--- config.mk ---
export PLATFORM = sky130hd
export DESIGN_NAME = flash_host_ctl
export DESIGN_NICKNAME = d
export VERILOG_FILES = /design/src/flash_ctl_pkg.sv /design/src/flash_bus_cycle.sv /design/src/flash_host_ctl.sv
export SDC_FILE = /design/constraint.sdc
export NUM_CORES = 1
export LEC_CHECK = 0
export BUFFER_PORTS_ARGS = -buffer_cell sky130_fd_sc_hd__buf_4
export CAP_MARGIN = 0
export CORE_MARGIN = 2
export CORE_UTILIZATION = 35
export DETAILED_ROUTE_END_ITERATION = 8
export PLACE_DENSITY = 0.55
export SLEW_MARGIN = 40
export SYNTH_ARGS = -nofsm -noshare
export SYNTH_HDL_FRONTEND = slang
export SYNTH_HIERARCHICAL = 1
export SYNTH_SLANG_ARGS = --single-unit
--- constraint.sdc ---
create_clock -name core_clk -period 3.4 [get_ports core_clk]
set_clock_uncertainty 0.05 [all_clocks]
set_input_delay 0.68 -clock core_clk [delete_from_list [all_inputs] [get_ports core_clk]]
set_output_delay 0.68 -clock core_clk [all_outputs]
set_load 0.01 [all_outputs]
--- src/flash_ctl_pkg.sv ---
// Constants shared by the parallel flash controller
package flash_ctl_pkg;
   localparam int unsigned CLK_MHZ        = 125;
   // Bus cycle phase times, ns
   localparam int unsigned T_SETUP_NS     = 30;
   localparam int unsigned T_PULSE_NS     = 40;
   localparam int unsigned T_HOLD_NS      = 30;
   localparam int unsigned T_READ_NS      = 70;
   localparam int unsigned SETUP_CYC      = (T_SETUP_NS * CLK_MHZ + 999) / 1000;
   localparam int unsigned PULSE_CYC      = (T_PULSE_NS * CLK_MHZ + 999) / 1000;
   localparam int unsigned HOLD_CYC       = (T_HOLD_NS * CLK_MHZ + 999) / 1000;
   localparam int unsigned READ_CYC       = (T_READ_NS * CLK_MHZ + 999) / 1000;
   localparam int unsigned CNT_W          = 4;
   // Command words and addresses (word mode, except ADDR_QUERY_B for byte mode)
   localparam logic [7:0]  CMD_UNLOCK1    = 8'hAA;
   localparam logic [7:0]  CMD_UNLOCK2    = 8'h55;
   localparam logic [7:0]  CMD_REGION_IN  = 8'h88;
   localparam logic [7:0]  CMD_REGION_OUT = 8'h90;
   localparam logic [7:0]  CMD_EXIT_DATA  = 8'h00;
   localparam logic [7:0]  CMD_QUERY      = 8'h98;
   localparam logic [7:0]  CMD_RESET      = 8'hF0;
   localparam logic [11:0] ADDR_UNLOCK1   = 12'h555;
   localparam logic [11:0] ADDR_UNLOCK2   = 12'h2AA;
   localparam logic [7:0]  ADDR_QUERY_W   = 8'h55;
   localparam logic [7:0]  ADDR_QUERY_B   = 8'hAA;
   // Secured region layout, word offsets
   localparam logic [3:0]  RANDOM_BASE    = 4'h0;
   localparam logic [3:0]  SERIAL_BASE    = 4'h8;
   localparam int unsigned REGION_WORDS   = 8;
   localparam int unsigned IND_BIT        = 7;
   // Boot sectors held by the write-protect pin
   localparam logic [7:0]  SEC_BOOT0      = 8'h00;
   localparam logic [7:0]  SEC_BOOT1      = 8'h01;
   localparam logic [7:0]  SEC_TOP0       = 8'h8C;
   localparam logic [7:0]  SEC_TOP1       = 8'h8D;
   typedef enum logic [2:0] {
      OP_READ, OP_WRITE, OP_REGION_IN, OP_REGION_OUT, OP_QUERY, OP_RESET
   } op_t;
endpackage : flash_ctl_pkg

--- src/flash_bus_cycle.sv ---
// One asynchronous flash bus cycle: setup, strobe, hold
`timescale 1ns/10ps
`default_nettype none
module flash_bus_cycle #(
   parameter int unsigned AW = 22,
   parameter int unsigned DW = 16
) (
   input  wire logic          core_clk,
   input  wire logic          reset,
   input  wire logic          start,
   input  wire logic          is_write,
   input  wire logic [AW-1:0] addr,
   input  wire logic [DW-1:0] wdata,
   input  wire logic [DW-1:0] dq_i,
   output logic               busy,
   output logic               done,
   output logic [DW-1:0]      rdata,
   output logic [AW-1:0]      a_o,
   output logic [DW-1:0]      dq_o,
   output logic               dq_oe,
   output logic               ce_n,
   output logic               we_n,
   output logic               oe_n
);
   typedef enum logic [1:0] {PH_IDLE, PH_SETUP, PH_STROBE, PH_HOLD} phase_t;
   phase_t                            ph_r;
   logic [flash_ctl_pkg::CNT_W-1:0]   cnt_r;
   logic                              wr_r;

   assign busy = (ph_r != PH_IDLE);

   always_ff @(posedge core_clk or posedge reset) begin
      if (reset) begin
         ph_r  <= PH_IDLE;
         cnt_r <= '0;
         wr_r  <= 1'b0;
      end else begin
         case (ph_r)
            PH_IDLE: if (start) begin
               wr_r  <= is_write;
               ph_r  <= PH_SETUP;
               cnt_r <= flash_ctl_pkg::CNT_W'(flash_ctl_pkg::SETUP_CYC - 1);
            end
            PH_SETUP: if (cnt_r == '0) begin
               ph_r  <= PH_STROBE;
               cnt_r <= wr_r ? flash_ctl_pkg::CNT_W'(flash_ctl_pkg::PULSE_CYC - 1)
                             : flash_ctl_pkg::CNT_W'(flash_ctl_pkg::READ_CYC - 1);
            end else cnt_r <= cnt_r - 1'b1;
            PH_STROBE: if (cnt_r == '0) begin
               ph_r  <= PH_HOLD;
               cnt_r <= flash_ctl_pkg::CNT_W'(flash_ctl_pkg::HOLD_CYC - 1);
            end else cnt_r <= cnt_r - 1'b1;
            PH_HOLD: if (cnt_r == '0) ph_r <= PH_IDLE;
               else cnt_r <= cnt_r - 1'b1;
            default: ph_r <= PH_IDLE;
         endcase
      end
   end

   // Pins held in registers so strobes never glitch
   always_ff @(posedge core_clk or posedge reset) begin
      if (reset) begin
         a_o   <= '0;
         dq_o  <= '0;
         dq_oe <= 1'b0;
         ce_n  <= 1'b1;
         we_n  <= 1'b1;
         oe_n  <= 1'b1;
         rdata <= '0;
         done  <= 1'b0;
      end else begin
         done <= 1'b0;
         if (ph_r == PH_IDLE && start) begin
            a_o   <= addr;
            dq_o  <= wdata;
            dq_oe <= is_write;
            ce_n  <= 1'b0;
            oe_n  <= 1'b1;
         end
         // Write only with chip and write enable low and output enable high
         if (ph_r == PH_SETUP && cnt_r == '0) begin
            we_n <= ~wr_r;
            oe_n <= wr_r;
         end
         if (ph_r == PH_STROBE && cnt_r == '0) begin
            we_n <= 1'b1;
            oe_n <= 1'b1;
            if (!wr_r) rdata <= dq_i;
         end
         if (ph_r == PH_HOLD && cnt_r == '0) begin
            ce_n  <= 1'b1;
            dq_oe <= 1'b0;
            done  <= 1'b1;
         end
      end
   end
endmodule : flash_bus_cycle
`default_nettype wire

--- src/flash_host_ctl.sv ---
// Host-side controller for a parallel NOR flash: modes, guards, sequences
//
// Overview of operation
// - Entry sequence maps secured region in
// - Lock by entry sequence then protect (this controller has no protect command)
// - Exit region before touching normal array (not checked here: array requests still pass while region_mapped is set)
// - Write only with CE, WE low, OE high
// - Query command 98h at 55h or AAh
// - Reset command leaves query mode
`timescale 1ns/10ps
`default_nettype none
module flash_host_ctl #(
   parameter int unsigned AW = 22,
   parameter int unsigned DW = 16
) (
   input  wire logic          core_clk,
   input  wire logic          reset,
   // User side
   input  wire logic          req_valid,
   output logic               req_ready,
   input  wire logic [2:0]    req_op,
   input  wire logic [AW-1:0] req_addr,
   input  wire logic [DW-1:0] req_wdata,
   input  wire logic          req_boot_sector,
   input  wire logic          byte_mode,
   input  wire logic          supply_ok,
   input  wire logic          embedded_busy,
   input  wire logic          autoselect_mode,
   output logic               rsp_valid,
   output logic [DW-1:0]      rsp_rdata,
   output logic               rsp_refused,
   output logic               region_mapped,
   output logic               query_mode,
   output logic               factory_locked,
   // Flash pins
   output logic [AW-1:0]      flash_addr,
   input  wire logic [DW-1:0] flash_dq_i,
   output logic [DW-1:0]      flash_dq_o,
   output logic               flash_dq_oe,
   output logic               flash_ce_n,
   output logic               flash_we_n,
   output logic               flash_oe_n,
   input  wire logic          write_protect_accel_pin
);
   typedef enum logic [2:0] {S_IDLE, S_SEQ, S_WAIT, S_RESP} st_t;
   st_t              st_r;
   logic [1:0]       step_r;
   logic [1:0]       last_r;
   flash_ctl_pkg::op_t op_r;
   logic [AW-1:0]    addr_r;
   logic [DW-1:0]    data_r;
   logic             refuse_r;
   logic             powered_r;
   logic             cyc_start;
   logic             cyc_busy;
   logic             cyc_done;
   logic [DW-1:0]    cyc_rdata;
   logic             cyc_wr;
   logic [AW-1:0]    cyc_addr;
   logic [DW-1:0]    cyc_wdata;
   logic             refuse_nxt;

   // Refusal decided at request time
   always_comb begin
      refuse_nxt = 1'b0;
      // Brown-out and power-up: hold off every write
      if (!supply_ok || !powered_r)
         refuse_nxt = (req_op != flash_ctl_pkg::OP_READ);
      // Boot block stays locked as one unit while the pin is low and the region is not mapped
      if (req_op == flash_ctl_pkg::OP_WRITE && req_boot_sector && !write_protect_accel_pin
          && !region_mapped)
         refuse_nxt = 1'b1;
      // Region never written while its caught factory lock bit is set
      if (req_op == flash_ctl_pkg::OP_WRITE && region_mapped && factory_locked)
         refuse_nxt = 1'b1;
      // No query while embedded algorithm runs
      if (req_op == flash_ctl_pkg::OP_QUERY && embedded_busy)
         refuse_nxt = 1'b1;
   end

   assign req_ready = (st_r == S_IDLE);

   // Command word per step; sequences are issued as unlock, unlock, command
   // Full unlocks for region entry and exit only; write, query and reset go out as one bare cycle
   always_comb begin
      cyc_wr    = 1'b1;
      cyc_addr  = AW'(flash_ctl_pkg::ADDR_UNLOCK1);
      cyc_wdata = DW'(flash_ctl_pkg::CMD_UNLOCK1);
      case (op_r)
         flash_ctl_pkg::OP_READ: begin
            cyc_wr   = 1'b0;
            cyc_addr = addr_r;
         end
         flash_ctl_pkg::OP_WRITE: begin
            cyc_addr  = addr_r;
            cyc_wdata = data_r;
         end
         flash_ctl_pkg::OP_QUERY: begin
            // Query from read or autoselect alike
            cyc_addr  = byte_mode ? AW'(flash_ctl_pkg::ADDR_QUERY_B)
                                  : AW'(flash_ctl_pkg::ADDR_QUERY_W);
            cyc_wdata = DW'(flash_ctl_pkg::CMD_QUERY);
         end
         flash_ctl_pkg::OP_RESET: cyc_wdata = DW'(flash_ctl_pkg::CMD_RESET);
         default: begin
            // Three-cycle region entry or exit
            if (step_r == 2'd1) begin
               cyc_addr  = AW'(flash_ctl_pkg::ADDR_UNLOCK2);
               cyc_wdata = DW'(flash_ctl_pkg::CMD_UNLOCK2);
            end else if (step_r == 2'd2) begin
               cyc_wdata = (op_r == flash_ctl_pkg::OP_REGION_IN)
                           ? DW'(flash_ctl_pkg::CMD_REGION_IN)
                           : DW'(flash_ctl_pkg::CMD_REGION_OUT);
            end
         end
      endcase
   end

   assign cyc_start = (st_r == S_SEQ);

   always_ff @(posedge core_clk or posedge reset) begin
      if (reset) begin
         st_r     <= S_IDLE;
         step_r   <= 2'd0;
         last_r   <= 2'd0;
         op_r     <= flash_ctl_pkg::OP_READ;
         addr_r   <= '0;
         data_r   <= '0;
         refuse_r <= 1'b0;
      end else begin
         case (st_r)
            S_IDLE: if (req_valid) begin
               op_r     <= flash_ctl_pkg::op_t'(req_op);
               addr_r   <= req_addr;
               data_r   <= req_wdata;
               refuse_r <= refuse_nxt;
               step_r   <= 2'd0;
               last_r   <= (req_op == flash_ctl_pkg::OP_REGION_IN ||
                            req_op == flash_ctl_pkg::OP_REGION_OUT) ? 2'd2 : 2'd0;
               st_r     <= refuse_nxt ? S_RESP : S_SEQ;
            end
            S_SEQ: st_r <= S_WAIT;
            S_WAIT: if (cyc_done) begin
               if (step_r == last_r) st_r <= S_RESP;
               else begin
                  step_r <= step_r + 2'd1;
                  st_r   <= S_SEQ;
               end
            end
            S_RESP: st_r <= S_IDLE;
            default: st_r <= S_IDLE;
         endcase
      end
   end

   always_ff @(posedge core_clk or posedge reset) begin
      if (reset) begin
         rsp_valid   <= 1'b0;
         rsp_refused <= 1'b0;
         rsp_rdata   <= '0;
      end else begin
         rsp_valid   <= (st_r == S_RESP);
         rsp_refused <= (st_r == S_RESP) && refuse_r;
         if (st_r == S_WAIT && cyc_done && op_r == flash_ctl_pkg::OP_READ)
            rsp_rdata <= cyc_rdata;
      end
   end

   // Mirror of device mode; reset and brown-out drop to array read
   always_ff @(posedge core_clk or posedge reset) begin
      if (reset) begin
         region_mapped <= 1'b0;
         query_mode    <= 1'b0;
         powered_r     <= 1'b0;
      end else begin
         powered_r <= supply_ok;
         if (!supply_ok) begin
            region_mapped <= 1'b0;
            query_mode    <= 1'b0;
         end else if (st_r == S_RESP && !refuse_r) begin
            case (op_r)
               flash_ctl_pkg::OP_REGION_IN:  region_mapped <= 1'b1;
               flash_ctl_pkg::OP_REGION_OUT: region_mapped <= 1'b0;
               flash_ctl_pkg::OP_QUERY:      query_mode    <= 1'b1;
               flash_ctl_pkg::OP_RESET:      query_mode    <= 1'b0;
               default: ;
            endcase
         end
      end
   end

   // Indicator bit caught from each read of the mapped region taken with autoselect_mode high
   always_ff @(posedge core_clk or posedge reset) begin
      if (reset) factory_locked <= 1'b0;
      else if (st_r == S_WAIT && cyc_done && op_r == flash_ctl_pkg::OP_READ
               && region_mapped && autoselect_mode)
         factory_locked <= cyc_rdata[flash_ctl_pkg::IND_BIT];
   end

   flash_bus_cycle #(.AW(AW), .DW(DW)) u_cycle (
      .core_clk (core_clk),
      .reset    (reset),
      .start    (cyc_start),
      .is_write (cyc_wr),
      .addr     (cyc_addr),
      .wdata    (cyc_wdata),
      .dq_i     (flash_dq_i),
      .busy     (cyc_busy),
      .done     (cyc_done),
      .rdata    (cyc_rdata),
      .a_o      (flash_addr),
      .dq_o     (flash_dq_o),
      .dq_oe    (flash_dq_oe),
      .ce_n     (flash_ce_n),
      .we_n     (flash_we_n),
      .oe_n     (flash_oe_n)
   );

   a_write_strobe: assert property (@(posedge core_clk) disable iff (reset)
      !flash_we_n |-> (!flash_ce_n && flash_oe_n))
      else $error("write strobe without chip enable or with output enable");
   a_cycle_idle: assert property (@(posedge core_clk) disable iff (reset)
      cyc_start |-> !cyc_busy)
      else $error("bus cycle started while another still runs");
   a_boot_guard: assert property (@(posedge core_clk) disable iff (reset)
      (st_r == S_IDLE && req_valid && req_op == flash_ctl_pkg::OP_WRITE && req_boot_sector
       && !write_protect_accel_pin && !region_mapped) |=> refuse_r)
      else $error("boot sector write not refused with pin low");
   a_lowsupply_exit: assert property (@(posedge core_clk) disable iff (reset)
      !supply_ok |=> (!region_mapped && !query_mode))
      else $error("mode kept under low supply");
   a_query_busy: assert property (@(posedge core_clk) disable iff (reset)
      (st_r == S_IDLE && req_valid && req_op == flash_ctl_pkg::OP_QUERY && embedded_busy)
      |=> (st_r == S_RESP) ##1 (rsp_refused && !query_mode))
      else $error("query issued during embedded operation");
   a_refused_quiet: assert property (@(posedge core_clk) disable iff (reset)
      (st_r == S_RESP && refuse_r) |-> flash_we_n)
      else $error("refused request drove a write");
   a_region_enter: assert property (@(posedge core_clk) disable iff (reset)
      (st_r == S_RESP && !refuse_r && op_r == flash_ctl_pkg::OP_REGION_IN && supply_ok)
      |=> region_mapped)
      else $error("region not mapped after entry sequence");
   a_reset_leaves: assert property (@(posedge core_clk) disable iff (reset)
      (st_r == S_RESP && !refuse_r && op_r == flash_ctl_pkg::OP_RESET) |=> !query_mode)
      else $error("query mode kept after reset command");
   a_powerup_hold: assert property (@(posedge core_clk) disable iff (reset)
      (st_r == S_IDLE && req_valid && !powered_r && req_op != flash_ctl_pkg::OP_READ)
      |=> refuse_r)
      else $error("command accepted at power-up");
   c_serial_read: cover property (@(posedge core_clk) disable iff (reset)
      cyc_done && region_mapped && op_r == flash_ctl_pkg::OP_READ
      && addr_r[3:0] >= flash_ctl_pkg::SERIAL_BASE);
   c_region_in: cover property (@(posedge core_clk) disable iff (reset) $rose(region_mapped));
   c_query: cover property (@(posedge core_clk) disable iff (reset) $rose(query_mode));
   c_refused: cover property (@(posedge core_clk) disable iff (reset) rsp_refused);
endmodule : flash_host_ctl
`default_nettype wire

==> flow_metrics.tcl <==
set metrics [dict create \
    detail-route-antenna-nets 0 \
    drc 0 \
    syn-cell-area_um2 5922 \
    clock_latency_ns 0.41 \
    tns_ns 0 \
    clk_path_buf_depth 2 \
    criticalPathCategory "flip-flop to flip-flop" \
    dieWidth_um 134.1 \
    setup_violations 0 \
    synthMuxAreaShare_pct 22.65 \
    synth.most_common_cell "dfrtp_1" \
    synth_top_area_share_pct 55.78 \
    crit_path_end_kind "flip-flop" \
    drt_pass1_iterations 4 \
    root_buffer "clkbuf_16" \
    leakage_nw 3.758 \
    grt.total_usage_pct 16.00 \
    grt_max_degree 58 \
    viasPerCell 4.912 \
    critical_path.max_fanout 16 \
    dieHeight_um 134.1 \
    gp_congestion 0.8375 \
    vias 3959 \
    dpl.hpwl_um 9447 \
    rsz0062_at_grt "no" \
    cts.sinks 135 \
    status "finished clean" \
    wl_per_cell_um 16.90 \
    io_pins 130 \
    drv_cap 0 \
    synth.distinct_cells 54 \
    cts_max_level 4 \
    syn_to_final_growth_pct 29.94 \
    reg2reg_to "u_cycle/rdata[14]" \
    slew_viol_final 0 \
    syn_nets 515 \
    dp_cells 775 \
    drtIter0Drc 202 \
    hold_buffers 0 \
    async_reset_ff_share_pct 100.0 \
    insertedDiodeCount 0 \
    synth_top_area_cell "dfrtp_1" \
    grt_pass1_vias 4139 \
    grt_overflow 0 \
    cts_tree "done" \
    startpoint_type "flip-flop" \
    die_area_um2 17980 \
    cp.required_ns 3.64 \
    period_minus_slack_ns 2.271 \
    postSynthCellCount 440 \
    fmax_mhz 440.4 \
    core_area_um2 16580 \
    synthTopCellsByArea "dfrtp_1 56%, mux2_2 20%, mux2_4 2.5%" \
    fp-row-count 47 \
    numPortBuffers 129 \
    hold_violations 0 \
    hold_class "primary input to asynchronous set/reset pin" \
    fin_cells 806 \
    ys.flop_type "dfrtp_1" \
    path_clk_slew_ns 0.06 \
    synth_common_cells "132 x dfrtp_1, 104 x mux2_2, 19 x nand2_1, 17 x nor2_1, 14 x inv_1" \
    r2r_cells 6 \
    rr_startpoint "u_cycle/cnt_r[0]" \
    layout.nets 649 \
    post_cts_buffers 0 \
    worstPathArrival_ns 2.52 \
    hold_ws_ns 0.2747 \
    vdd_drop_max_v 0.0003970 \
    synth_fa_ha_area_share_pct 1.902 \
    p_per_area_nw_per_um2 927.5 \
    synth_compound_area_share_pct 6.106 \
    initial_core_util_pct 35.71 \
    ys_seq_elements 135 \
    period_share_pct 66.78 \
    tightest_slew_ns 0.6480 \
    synth-simple-area-share_pct 9.296 \
    synth_top_family_by_area "multiplexers" \
    synth-xor-area-share_pct 0.2958 \
    numCtsBuffers 17 \
    max-slew-margin-rel_pct 56.74 \
    synth_edf_count 0 \
    drt_wl_total_um 13620 \
    r2r_slack_ns 1.13 \
    post_cts_resized 0 \
    synth-seq-area-share_pct 57.11 \
    yosysWarnings 6 \
    antenna_found_initial 0 \
    drive_gt1_share_pct 49.83 \
    grt_pass1_wl_um 22190 \
    syn_avg_cell_area_um2 13.46 \
]
[per-stage QoR]
stage	worst slack, ns	utilization [%]	cell area, um^2	power [mW]
floorplan	0.9301	-	5922	4.465
global placement	1.208	42.98	7128	5.373
detailed placement	1.148	43.04	7137	5.476
CTS	1.134	46.37	7690	7.227
global route	0.9875	46.40	7695	7.621
finish	1.129	46.40	7695	7.137
[layout by cell type, fill, tap and decap left out, drive strengths merged, types with 2 or more instances in the layout]
cell      count
nor3b         3
dfstp         3
nor2         20
nor2b         3
buf         134
a21boi        3
a31oi         3
nor4b         2
dfrtp       132
o22ai         2
o211a         2
ha            9
o22a          2
inv          13
a21oi        12
nand2b        7
o41ai         2
nand3         4
o21ai        12
mux2i         2
and3         10
mux2        114
nand2        19
clkbuf       24
nor3          5
clkinvlp      3
a21o          5
and2         12
clkinv        4
[state kept, by name, indices dropped and copies added (netlist names), 2 cells and up]
name,count
u_cycle/ph_r,2
u_cycle/rdata,16
op_r,3
rsp_rdata,16
addr_r,22
u_cycle/cnt_r,4
data_r,16
u_cycle/dq_o,16
u_cycle/a_o,22
step_r,2
st_r,2
[kinds of logic (layout without fill, tap and decap cells)]
family / Yosys count / in the layout
xor+xnor: 2 / 2
fa+ha+maj: 9 / 9
simple gates: 93 / 93
buf+inv: 33 / 179
flops: 135 / 135
compound gates: 52 / 52
mux: 116 / 116
[report_power, final]
part           switching (mW)  internal (mW)  leakage, nW  total, mW
logic                    1.13           1.44         1.80       2.56
clock network           0.663           1.06        0.262       1.72
registers               0.519           2.33         1.70       2.85
total                    2.31           4.83         3.76       7.14
[final cells by class]
class | count | area [um^2]
fillers | 1566 | 8889
flip-flops and latches | 135 | 3383
multi-input cells | 272 | 2395
repair buffers | 134 | 1031
clock buffers | 24 | 481.7
well taps | 220 | 275.3
clock inverters | 7 | 71.32
inverters | 14 | 57.56
[worst max-delay path, cell delays in order, from the launching register on]
cell and delay (ns):
dfrtp_1 0.45, inv_1 0.13, ha_1 0.21, nor3b_4 0.34, nand2_1 0.17, nor2_4 0.41, mux2_2 0.40
[routing by layer]
| metal | GRT usage, % | part of all wire [%] | up-vias |
|---|---|---|---|
| met5 | 0 | 0 | - |
| met4 | 5.965 | 1.5 | 0 |
| met3 | 4.460 | 5.6 | 18 |
| met2 | 27.24 | 51 | 108 |
| met1 | 19.44 | 42 | 2012 |
| li1 | - | - | 1821 |
[how the worst max path moves through the flow]
stage                     startpoint                end  slack [ns]  depth (start not counted)
finish              u_cycle/cnt_r[0]  u_cycle/rdata[14]        1.13                          6
floorplan                      reset          addr_r[0]        0.93                          1
global route        u_cycle/cnt_r[0]  u_cycle/rdata[14]        0.99                          6
detailed placement  u_cycle/cnt_r[0]  u_cycle/rdata[14]        1.15                          6
global placement    u_cycle/cnt_r[0]  u_cycle/rdata[15]        1.21                          6
CTS                 u_cycle/cnt_r[0]  u_cycle/rdata[12]        1.13                          6
Note: power is estimated with default switching activity, not from simulation.
